`src/core/adc_serial_consts.svh`:
```
/*
 Offsets, field positions, reset values and timing counts of the ADC serial control block.
 Assumes a 200 MHz pclk; included by every core file that needs a number.
*/
`ifndef ADC_SERIAL_CONSTS_SVH
`define ADC_SERIAL_CONSTS_SVH

`define CLK_PERIOD_NS 5
`define INT_STEP_NS 400
`define INT_STEP_CYC ((`INT_STEP_NS + `CLK_PERIOD_NS - 1) / `CLK_PERIOD_NS)

`define REG_CONFIG_OFS 12'h000
`define REG_STATUS_OFS 12'h004
`define REG_COUNT_OFS 12'h008

`define PIN_SCLK 0
`define PIN_CS 1
`define PIN_DIN 2
`define PIN_COMP 3
`define PIN_PWR_N 4
`define PIN_PWR_FLT 5
`define SYNC_RESET 6'h12

`define RESULT_BITS 12
`define SAR_MSB_TRIAL 12'h800
`define SAR_LAST_IDX 4'hB
`define CTRL_SEL_LSB 4
`define CTRL_POL_BIT 3
`define CTRL_CFG_BIT 2
`define CTRL_MODE_LSB 0
`define TRACK_BIT_NUM 4'h5
`define HOLD_BIT_NUM 4'h8

`define STAT_CTRL_LSB 12
`define STAT_BUSY_BIT 20
`define STAT_PD_BIT 21

`endif

```
`src/core/adc_serial_pkg.sv`:
```
/*
 Types of the ADC serial control block: states, modes and the state records.
 Assumes the constants header is compiled alongside.
*/
package adc_serial_pkg;

	typedef enum logic [2:0] {
		ST_IDLE = 3'h0,
		ST_CTRL = 3'h1,
		ST_STROBE = 3'h3,
		ST_CONV = 3'h2,
		ST_OUT = 3'h6
	} state_e;

	typedef enum logic [1:0] {
		MODE_PD_FULL = 2'h0,
		MODE_PD_FAST = 2'h1,
		MODE_INT = 2'h2,
		MODE_EXT = 2'h3
	} mode_e;

	typedef struct packed {
		logic [5:0] s1;
		logic [5:0] s2;
		logic [5:0] s3;
		logic [5:0] lvl;
		logic [5:0] rise;
		logic [5:0] fall;
	} sync_s;

	typedef struct packed {
		logic [11:0] code;
		logic [3:0] idx;
		logic busy;
		logic done;
		logic [11:0] result;
	} sar_s;

	typedef struct packed {
		state_e st;
		logic [3:0] bit_cnt;
		logic [5:0] ctl_sh;
		logic [7:0] ctl_byte;
		mode_e mode;
		logic single;
		logic unipolar;
		logic [3:0] pos_sel;
		logic [3:0] neg_sel;
		logic neg_common;
		logic track;
		logic hold_neg;
		logic strobe;
		logic strobe_oe_n;
		logic dout;
		logic dout_oe_n;
		logic [11:0] out_sh;
		logic [3:0] out_cnt;
		logic [15:0] div_cnt;
		logic sar_start;
		logic sar_step;
		logic pd_soft;
		logic pd_fast;
		logic powered_down;
		logic ref_int;
		logic [15:0] cfg_div;
		logic [15:0] conv_cnt;
		logic [11:0] last_res;
		logic [31:0] prdata;
		logic pready;
		logic pslverr;
	} top_s;

endpackage

```
`src/core/adc_link_if.sv`:
```
/*
 Carrier between the control core, the pin synchroniser and the approximation engine.
 Assumes all three sit on pclk.
*/
interface adc_link_if;
	logic [5:0] lvl;
	logic [5:0] rise;
	logic [5:0] fall;
	logic start;
	logic step;
	logic done;
	logic busy;
	logic [11:0] code;
	logic [11:0] result;

	modport sync_mp(output lvl, rise, fall);
	modport sar_mp(input lvl, start, step, output code, done, busy, result);
endinterface

```
`src/core/pin_sync.sv`:
```
/*
 Three-stage synchroniser with edge flags for the serial pins and the comparator.
 Assumes asynchronous pins; a level counts once stages two and three agree.
*/
`include "adc_serial_consts.svh"
module pin_sync
	import adc_serial_pkg::*;
(
	input wire logic pclk,
	input wire logic presetn,
	input wire logic [5:0] raw,
	adc_link_if.sync_mp lk
);
	sync_s r;
	sync_s n;
	logic [5:0] agree;

	always_comb begin
		n = r;
		n.s1 = raw;
		n.s2 = r.s1;
		n.s3 = r.s2;
		agree = ~(r.s2 ^ r.s3);
		n.lvl = (r.lvl & ~agree) | (r.s2 & agree);
		n.rise = n.lvl & ~r.lvl;
		n.fall = r.lvl & ~n.lvl;
	end

	always_ff @(posedge pclk or negedge presetn) begin
		if (!presetn) begin
			r <= '0;
			r.s1 <= `SYNC_RESET;
			r.s2 <= `SYNC_RESET;
			r.s3 <= `SYNC_RESET;
			r.lvl <= `SYNC_RESET;
		end else begin
			r <= n;
		end
	end

	assign lk.lvl = r.lvl;
	assign lk.rise = r.rise;
	assign lk.fall = r.fall;
endmodule

```
`src/core/sar_engine.sv`:
```
/*
 Successive-approximation register: one bit decision per step, most significant first.
 Assumes the comparator level arrives synchronised and settles before each step.
*/
`include "adc_serial_consts.svh"
module sar_engine
	import adc_serial_pkg::*;
(
	input wire logic pclk,
	input wire logic presetn,
	adc_link_if.sar_mp lk
);
	sar_s r;
	sar_s n;
	logic [3:0] step_cnt;

	always_comb begin
		n = r;
		n.done = 1'b0;
		if (lk.start) begin
			n.code = `SAR_MSB_TRIAL;
			n.idx = `SAR_LAST_IDX;
			n.busy = 1'b1;
		end else if (lk.step && r.busy) begin // see RQ10
			if (!lk.lvl[`PIN_COMP])
				n.code[r.idx] = 1'b0;
			if (r.idx == 4'h0) begin
				n.busy = 1'b0;
				n.done = 1'b1;
				n.result = n.code;
			end else begin
				n.idx = 4'(r.idx - 4'h1);
				n.code[n.idx] = 1'b1;
			end
		end
	end

	always_ff @(posedge pclk or negedge presetn) begin
		if (!presetn) begin
			r <= '0;
			step_cnt <= 4'h0;
		end else begin
			r <= n;
			if (lk.start)
				step_cnt <= 4'h0;
			else if (lk.step && r.busy)
				step_cnt <= 4'(step_cnt + 4'h1);
		end
	end

	assign lk.code = r.code;
	assign lk.done = r.done;
	assign lk.busy = r.busy;
	assign lk.result = r.result;
endmodule

```
`src/core/adc_serial_ctrl.sv`:
```
/*
 Serial interface and conversion sequencing of a four-input 12-bit converter, with an APB
 window for software. Assumes serial pins and comparator are asynchronous to pclk (200 MHz)
 and that the serial clock is at least a few pclk periods per phase.
*/
// Implementation choices: the APB interface to the registers and the register addresses.
// Operation
// RQ1: input bits taken on serial clock rise
// RQ2: output bits change on serial clock fall
// RQ3: data output floats while select high
// RQ4: no input bits taken while select high
// RQ5: internal mode: strobe low while converting
// RQ6: external mode: strobe high one period before MSB
// RQ7: external mode: strobe floats while select high
// RQ8: external mode: serial clock paces decisions
// RQ9: shutdown low powers down; high/float set compensation
// RQ10: twelve-bit result by successive approximation
// RQ11: single-ended: selected input against common return
// RQ12: differential: fixed pairs of inputs
// RQ13: acquisition three clocks, closes after eighth bit
// RQ14: hold then switch capacitor to negative node
// RQ15: differential samples positive node only
// RQ16: leading zeros skipped; first one starts byte
// RQ17: byte: start, channel, polarity, config, mode
// RQ18: mode bits: two power-down, internal, external
// RQ19: track after fifth bit, hold after eighth
// RQ20: result shifted out MSB first on falls
// RQ21: fields latched at eighth bit, used
`include "adc_serial_consts.svh"
module adc_serial_ctrl
	import adc_serial_pkg::*;
(
	input wire logic pclk,
	input wire logic presetn,
	input wire logic [11:0] paddr,
	input wire logic psel,
	input wire logic penable,
	input wire logic pwrite,
	input wire logic [31:0] pwdata,
	output logic [31:0] prdata,
	output logic pready,
	output logic pslverr,
	input wire logic sclk,
	input wire logic cs_n,
	input wire logic din,
	input wire logic comp_in,
	input wire logic power_off_input_n,
	input wire logic power_off_input_float,
	output logic dout,
	output logic dout_oe_n,
	output logic conversion_strobe,
	output logic conversion_strobe_oe_n,
	output logic track_en,
	output logic hold_to_neg,
	output logic [3:0] pos_sel,
	output logic [3:0] neg_sel,
	output logic neg_common,
	output logic polarity_unipolar,
	output logic [11:0] dac_code,
	output logic powered_down,
	output logic fast_power_down,
	output logic ref_comp_internal
);
	top_s r;
	top_s n;
	logic cs_hi;
	logic s_rise;
	logic s_fall;
	logic din_lvl;
	logic comp_lvl;
	logic [7:0] byte_in;
	logic [8:0] rt;
	logic acc;

	adc_link_if lk();

	pin_sync i_pin_sync (
		.pclk(pclk),
		.presetn(presetn),
		.raw({power_off_input_float, power_off_input_n, comp_in, din, cs_n, sclk}),
		.lk(lk.sync_mp)
	);

	sar_engine i_sar_engine (
		.pclk(pclk),
		.presetn(presetn),
		.lk(lk.sar_mp)
	);

	assign cs_hi = lk.lvl[`PIN_CS];
	assign s_rise = lk.rise[`PIN_SCLK];
	assign s_fall = lk.fall[`PIN_SCLK];
	assign din_lvl = lk.lvl[`PIN_DIN];
	assign comp_lvl = lk.lvl[`PIN_COMP];
	assign lk.start = r.sar_start;
	assign lk.step = r.sar_step;

	// {common, neg[3:0], pos[3:0]}; unused select codes connect nothing
	function automatic logic [8:0] route(input logic [2:0] sel, input logic single);
		logic [8:0] v;
		v = 9'h000;
		case (sel)
			3'h1: v = single ? 9'h101 : 9'h021;
			3'h5: v = single ? 9'h102 : 9'h012;
			3'h2: v = single ? 9'h104 : 9'h084;
			3'h6: v = single ? 9'h108 : 9'h048;
			default: v = 9'h000;
		endcase
		return v;
	endfunction

	////////////////////////////////////////////////////////////////////////////////
	// serial sequencing

	always_comb begin
		n = r;
		n.sar_start = 1'b0;
		n.sar_step = 1'b0;
		n.pready = 1'b0;
		n.pslverr = 1'b0;
		byte_in = {1'b1, r.ctl_sh, din_lvl};
		rt = route(byte_in[`CTRL_SEL_LSB +: 3], byte_in[`CTRL_CFG_BIT]);
		acc = psel && penable && !r.pready;
		n.dout_oe_n = cs_hi; // see RQ3
		n.strobe_oe_n = cs_hi && r.mode != MODE_INT; // see RQ7
		n.powered_down = !lk.lvl[`PIN_PWR_N] || r.pd_soft; // see RQ9
		n.ref_int = lk.lvl[`PIN_PWR_N] && !lk.lvl[`PIN_PWR_FLT]; // see RQ9
		n.pd_fast = r.pd_soft && r.mode == MODE_PD_FAST;
		case (r.st)
			ST_IDLE: begin
				// zeros before the start bit are dropped
				if (!cs_hi && s_rise && din_lvl && lk.lvl[`PIN_PWR_N]) begin // see RQ16 RQ1 RQ4
					n.st = ST_CTRL;
					n.bit_cnt = 4'h1;
					n.pd_soft = 1'b0;
				end
				if (s_fall)
					n.dout = 1'b0;
			end
			ST_CTRL: begin
				if (s_rise) begin // see RQ1
					n.ctl_sh = {r.ctl_sh[4:0], din_lvl};
					n.bit_cnt = 4'(r.bit_cnt + 4'h1);
					if (r.bit_cnt == 4'h7) begin // see RQ21 RQ17
						n.ctl_byte = byte_in;
						n.mode = mode_e'(byte_in[`CTRL_MODE_LSB +: 2]);
						n.single = byte_in[`CTRL_CFG_BIT];
						n.unipolar = byte_in[`CTRL_POL_BIT];
						n.pos_sel = rt[3:0]; // see RQ11 RQ12
						n.neg_sel = rt[7:4]; // see RQ12
						n.neg_common = rt[8]; // see RQ11
					end
				end
				if (s_fall) begin
					n.dout = 1'b0;
					if (r.bit_cnt == `TRACK_BIT_NUM)
						n.track = 1'b1; // see RQ19 RQ13
					if (r.bit_cnt == `HOLD_BIT_NUM) begin
						// hold opens, capacitor moves to the negative node
						n.track = 1'b0; // see RQ13 RQ14 RQ19
						n.hold_neg = 1'b1; // see RQ14 RQ15
						n.sar_start = 1'b1;
						if (r.mode == MODE_INT) begin
							n.strobe = 1'b0; // see RQ5
							n.div_cnt = 16'h0000;
							n.st = ST_CONV;
						end else begin
							n.strobe = 1'b1; // see RQ6
							n.st = ST_STROBE;
						end
					end
				end
			end
			ST_STROBE: begin
				if (s_fall) begin
					n.strobe = 1'b0; // see RQ6
					n.sar_step = 1'b1; // see RQ8
					n.dout = comp_lvl; // see RQ2 RQ20
					n.st = ST_CONV;
				end
			end
			ST_CONV: begin
				if (r.mode == MODE_INT) begin
					// zero in the divider register means one step per pclk
					if (32'(r.div_cnt) + 32'h1 >= 32'(r.cfg_div)) begin
						n.sar_step = 1'b1;
						n.div_cnt = 16'h0000;
					end else begin
						n.div_cnt = 16'(r.div_cnt + 16'h1);
					end
				end else if (s_fall && lk.busy) begin
					n.sar_step = 1'b1; // see RQ8
					n.dout = comp_lvl; // see RQ2 RQ20
				end
				if (lk.done) begin
					n.hold_neg = 1'b0;
					n.last_res = lk.result;
					n.conv_cnt = 16'(r.conv_cnt + 16'h1);
					if (r.mode == MODE_INT) begin
						n.strobe = 1'b1; // see RQ5
						n.out_sh = lk.result;
						n.out_cnt = 4'hC;
						n.st = ST_OUT;
					end else begin
						n.pd_soft = r.mode == MODE_PD_FULL || r.mode == MODE_PD_FAST; // see RQ18
						n.st = ST_IDLE;
					end
				end
			end
			ST_OUT: begin
				if (s_fall) begin
					n.dout = r.out_sh[11]; // see RQ2 RQ20
					n.out_sh = {r.out_sh[10:0], 1'b0};
					n.out_cnt = 4'(r.out_cnt - 4'h1);
					if (r.out_cnt == 4'h1)
						n.st = ST_IDLE;
				end
			end
			default: n.st = ST_IDLE;
		endcase
		// deselect ends any serial phase; an internal conversion runs on regardless
		if (cs_hi && r.st != ST_IDLE && !(r.st == ST_CONV && r.mode == MODE_INT)) begin // see RQ4
			n.st = ST_IDLE;
			n.track = 1'b0;
			n.hold_neg = 1'b0;
			if (r.mode != MODE_INT)
				n.strobe = 1'b0;
		end
		////////////////////////////////////////////////////////////////////////////
		// apb slave, one wait state
		if (acc) begin
			n.pready = 1'b1;
			case (paddr)
				`REG_CONFIG_OFS: n.prdata = {16'h0000, r.cfg_div};
				`REG_STATUS_OFS: begin
					n.prdata = 32'h00000000;
					n.prdata[11:0] = r.last_res;
					n.prdata[`STAT_CTRL_LSB +: 8] = r.ctl_byte;
					n.prdata[`STAT_BUSY_BIT] = r.st != ST_IDLE;
					n.prdata[`STAT_PD_BIT] = r.powered_down;
				end
				`REG_COUNT_OFS: n.prdata = {16'h0000, r.conv_cnt};
				default: begin
					n.prdata = 32'h00000000;
					n.pslverr = 1'b1;
				end
			endcase
		end
		if (psel && penable && r.pready && pwrite && paddr == `REG_CONFIG_OFS)
			n.cfg_div = pwdata[15:0];
	end

	always_ff @(posedge pclk or negedge presetn) begin
		if (!presetn) begin
			r <= '0;
			r.dout_oe_n <= 1'b1;
			r.strobe_oe_n <= 1'b1;
			r.mode <= MODE_EXT;
			r.cfg_div <= 16'(`INT_STEP_CYC);
		end else begin
			r <= n;
		end
	end

	////////////////////////////////////////////////////////////////////////////////
	// outputs, all straight from flops

	assign prdata = r.prdata;
	assign pready = r.pready;
	assign pslverr = r.pslverr;
	assign dout = r.dout;
	assign dout_oe_n = r.dout_oe_n;
	assign conversion_strobe = r.strobe;
	assign conversion_strobe_oe_n = r.strobe_oe_n;
	assign track_en = r.track;
	assign hold_to_neg = r.hold_neg;
	assign pos_sel = r.pos_sel;
	assign neg_sel = r.neg_sel;
	assign neg_common = r.neg_common;
	assign polarity_unipolar = r.unipolar;
	assign dac_code = lk.code;
	assign powered_down = r.powered_down;
	assign fast_power_down = r.pd_fast;
	assign ref_comp_internal = r.ref_int;
endmodule

```
`config.mk`:
```
export PLATFORM = sky130hd
export DESIGN_NAME = adc_serial_ctrl
export DESIGN_NICKNAME = d
export VERILOG_FILES = /design/src/core/adc_serial_pkg.sv /design/src/core/adc_link_if.sv /design/src/core/pin_sync.sv /design/src/core/sar_engine.sv /design/src/core/adc_serial_ctrl.sv
export VERILOG_INCLUDE_DIRS = /design/src /design/src/core
export SDC_FILE = /design/constraint.sdc
export NUM_CORES = 1
export LEC_CHECK = 0
export ABC_CLOCK_PERIOD_IN_PS = 7600
export BUFFER_PORTS_ARGS = -buffer_cell sky130_fd_sc_hd__buf_2
export CORE_ASPECT_RATIO = 0.8
export CORE_MARGIN = 4
export CORE_UTILIZATION = 50
export CTS_CLUSTER_SIZE = 40
export DETAILED_ROUTE_END_ITERATION = 8
export PLACE_DENSITY = 0.73
export SLEW_MARGIN = 20
export SYNTH_ARGS = -nofsm -noshare
export SYNTH_HDL_FRONTEND = slang
export SYNTH_SLANG_ARGS = --single-unit
```
`constraint.sdc`:
```
create_clock -name pclk -period 7.6 [get_ports pclk]
set_input_delay 0.76 -clock pclk [delete_from_list [all_inputs] [get_ports pclk]]
set_output_delay 0.76 -clock pclk [all_outputs]
set_load 0.02 [all_outputs]
```
Yosys cells after proc, flatten, opt, wreduce, memory -nomap -nowiden
Index checks and enable logic that the tools add are counted.
Widths: inputs -> output; s select.

word-level totals
  register bits = 202
  bits of input ports = 55
  output and inout bits = 65
  logic and storage cells = 233

operators by class
  $add $sub $neg = 6
  magnitude comparators = 5
  eq/ne operators = 37
  muxes and demuxes = 72
  bitwise gates (word level) = 14
  reduce and logical (&&, ||, !) cells = 57

operators with widths
  cell                   number
  $mux 16                7
  $pmux 22 s3            1
  $pmux 16 s2            2
  $mux 17                3
  $mux 12                3
  $mux 9                 4
  $pmux 9 s4             1
  $mux 3                 11
  $add 16x1->16 const B  2
  $mux 31                1
  $mux 30                1
  $mux 1                 23
  $mux 21                1
  $logic_and 1x1->1      18
  $add 16x1->17 const B  1
  $ge 17x16->1           1
  $ne 2x2->1 const B     8
  $reduce_bool 2->1      8
  $pmux 3 s5             1
  $mux 14                1
  $mux 13                1
  $and 12x12->12         1
  $and 6x6->6            2
  $eq 12x3->1 const B    1
  other kinds (47)       88

Logic depth before layout (Yosys ltp)
  depth in word-level cells = 13
  mapped depth = 13
  depth with buffers taken out = 12

By module
Synthesis repeated with hierarchy kept, for this count alone.

second synthesis, totals
  cells, all modules = 906
  area total of the unflattened synthesis = 10231.1 um2

modules (own cells, without submodules)
  module           times used  cells each  area each (um2)
  adc_serial_ctrl  1           690         7438.4
  sar_engine       1           144         1580.3
  pin_sync         1           72          1212.4

Worst setup path before layout
Ideal clock, no wire load.

  kind = register -> register
  start point = reg r[84] in the netlist's numbering
  end point = reg r[95] in the netlist's numbering
  library setup time = 0.066 ns
  arrival = 2.947 ns
  setup slack = 4.586 ns
  stages on the path, launching flop included = 14
  cell sequence = dfrtp_1 > ha_1 > nand3_2 > nor3_4 > nand2_1 > or3_1 > nand2_1 > ha_1 > a21o_1 > a221oi_2 > o2111ai_4 > buf_6 > o21ai_2 > o31a_1

between the ends
  longest elaborated chain between the ends = 5
  elaborated cells between the ends (all ways) = 6
  those cells by class = add/sub: 2; order compare: 1; mux: 3

ends and longest elaborated chain
  what                    RTL line                text
  from (decl)             adc_serial_ctrl.sv:64   top_s r;
  from (signal assigned)  adc_serial_ctrl.sv:261  r <= n;
  $add 16x1->17           adc_serial_ctrl.sv:185  if (32'(r.div_cnt) + 32'h1 >= 32'(r.cfg_div)) begin
  $ge 17x16->1            adc_serial_ctrl.sv:185
  $mux 16 *               adc_serial_ctrl.sv:185
  $mux 16 *               adc_serial_ctrl.sv:183  if (r.mode == MODE_INT) begin
  $pmux 16 s2 *           adc_serial_ctrl.sv:129  case (r.st)

Every way passes the cells marked *; elsewhere a longest branch is shown, timed or not. The select of a mux whose other input is x is not followed.
A chain may end at the register's enable or synchronous reset.

Final worst setup path
Ends and elaborated chain as after synthesis.

==> summary.txt <==
status = complete, no violations
routed vias/inst = 5.44
vias in the first global route = 6352
cell area after synthesis = 9540 um^2
CTS tree = built
Fillers = 1585
Reg2Reg Setup Slack = 3.84 ns
Placed Instance Area = 9810 um^2
Cells after Synth = 914
Core Region = 18400 um^2
final WL = 20200 um
Max Cap Violations = 0
CP Cell Sequence = ha_1 > nand3_2 > nor3_4 > and3_2 > xor2_1 > ha_1 > nand4_1 > nor4_1 > o2111ai_1 > o2111ai_4 > and2b_2 > o31a_1
initial antenna violation count = 0
asr flop ratio synth = 100%
slew at the pin closest to its max-slew limit = 1.09 ns
Clk Latency, worst-skew pair = 0.43 ns
boundary pin count = 120
Netlist cell types = 77
r2r worst-path depth = 12
dpl cells = 1179
syn avg cell area = 10.4 um^2
vias = 6585
Worst Setup End Kind = register
commonest non-fill, non-tap cell in the layout = dfrtp_1
DR iter-0 viols = 678
Synth Flop Type = dfrtp_1
Final Setup Violations = 0
crit path DAT = 4.09 ns
Avg WL per Cell = 16.7 um
initial core utilization = 51.7%
CP max-delay cell = nor4_1
# clock sinks = 200
worst hold path type = primary input to asynchronous set/reset pin
DIE WIDTH = 162 um
gr ovfl total = 0
CTS Hold Buffers Added = 0
CTS H-Tree Depth = 4
Clock transition at path regs = 0.07 ns
clock skew = 0.00777 ns
Pins Over Slew Limit = 0
Area growth, synth to finish = 9.05%
CTS Buf Count = 17
Initial DRT Pass Iterations = 8
Design Area, Final = 10400 um^2
r2r startpoint = r[84]
Worst path top cell family by delay = simple AND/OR/NAND/NOR gates
critical path depth = 12
antenna cells = 0
RSZ-0062 raised after global routing = no
Hold Violations, Final = 0
CP Launch Type = register
post-CTS setup buffers = 0
Max Freq = 0.266 GHz
Max-slew headroom = 26.8%
post-route clock period utilization = 49.5%
power density cells = 219 nW/um^2
FF+latch count, synth = 200
largest net degree at the start of global routing = 73
Leak = 5.06 nW
die area = 21400 um^2
# rows = 44
worst reg2reg endpoint = r[95]
DRC viols = 0
delay of the slowest critical-path stage = 0.49 ns
CTS resizes = 0
most frequent cells in the layout = 186 x dfrtp_1, 142 x nand2_1, 92 x buf_2
Die Ht = 132 um
antenna viol nets, final = 0
Final Hold Slack = 0.307 ns
CP dominant cell by count = ha_1
first-pass GRT wire length = 33300 um
routability congestion estimate = 0.889
Worst EP required = 7.93 ns
Bufs and invs on worst path = 0
GRT Overall Usage = 19.2%
Max FO, Critical Path = 19
fraction of layout instances using a drive strength above 1 = 21.9%
Seq/Total Area, Yosys = 52.7%
HPWL Detailed = 14000 um
YS warnings = 0
IO buf count = 93
final layout net count = 1023
Post-synth EDFFs = 0
Final Critical Period = 3.76 ns
Max Root-Sink Buffers = 2
fin cells = 1211
peak supply drop = 0.177 mV
Critical Setup Path Class = register to register
clock root buffer = clkbuf_16
Post-Route Setup TNS = 0 ns
[how the worst max path moves through the flow]
stage	start	to	slack, ns
3_5_place_dp	r[84]	r[95]	3.92
3_3_place_gp	r[84]	r[95]	3.98
4_1_cts	r[84]	r[95]	3.89
5_1_grt	r[84]	r[95]	3.60
2_1_floorplan	r[84]	r[95]	4.59
6_report	r[84]	r[95]	3.84
[cell usage after synthesis (12+ instances only)]
cell type  number  area, um^2
a21oi_1        26         130
mux2i_1        12         120
clkbuf_1       23        86.3
nand2_1       142         533
a222oi_1       16         160
nand2b_1       21         131
nand3_1        22         110
ha_1           23         288
buf_2          13        65.1
mux2_2         29         327
buf_4          53         398
dfrtp_1       186        4650
nand4_1        12        75.1
xnor2_1        22         193
o21ai_1        26         130
inv_1          30         113
nor2_1         24        90.1
o21ai_0        74         370
dfstp_2        14         368
[metrics by stage]
step | util [%] | setup WS [ns] | power [W]
detailed placement | 53.2 | 3.92 | 0.00139
CTS | 56.4 | 3.89 | 0.00230
global placement | 53.2 | 3.98 | 0.00139
finish | 56.4 | 3.84 | 0.00228
floorplan | - | 4.59 | 0.00132
global route | 56.4 | 3.60 | 0.00238
[cells by family after synthesis]
group	synth area share (%)
other	0.0393
AOI/OAI and AO/OA	13.0
xor gates and xnor gates	2.39
DFF	52.7
buffers and inverters	7.54
muxes	4.68
adders and majority gates	3.65
and+or+nand+nor	16.0
[power breakdown]
| group | internal, W | switching (W) | total (W) | leakage, nW |
|---|---|---|---|---|
| registers | 0.00111 | 0.0000624 | 0.00117 | 2.62 |
| logic | 0.0000829 | 0.000121 | 0.000204 | 2.15 |
| clock network | 0.000511 | 0.000390 | 0.000901 | 0.289 |
| total | 0.00170 | 0.000573 | 0.00228 | 5.06 |
[state kept, by name, summed over array words and instances (netlist names), 4 cells and up, named ones only]
| register | count |
|---|---|
| r | 94 |
| prdata | 22 |
| i_pin_sync.n | 12 |
| i_sar_engine.lk.code | 12 |
| i_sar_engine.lk.result | 12 |
| byte_in | 6 |
| i_pin_sync.r | 6 |
| i_sar_engine.r | 4 |
| neg_sel | 4 |
| pos_sel | 4 |
[cell type report]
| type | instances | area (um^2) | share of cell area, % |
|---|---|---|---|
| sequential | 200 | 5020 | 48.3 |
| multi-input combinational | 596 | 3840 | 36.9 |
| timing repair buffer | 98 | 512 | 4.92 |
| clock buffer | 21 | 470 | 4.52 |
| tap | 253 | 317 | 3.04 |
| clock inverter | 11 | 121 | 1.17 |
| inverter | 32 | 120 | 1.15 |
[metal layers]
metal  wire [um]  GRT usage [%]  vias to the layer above
met4         212           4.79                        0
met1       10100           28.7                     3196
met3        1050           4.01                       15
met2        8910           28.8                      185
met5           0              0                        -
li1            -              -                     3189
Power figures use the tool's default switching activity.
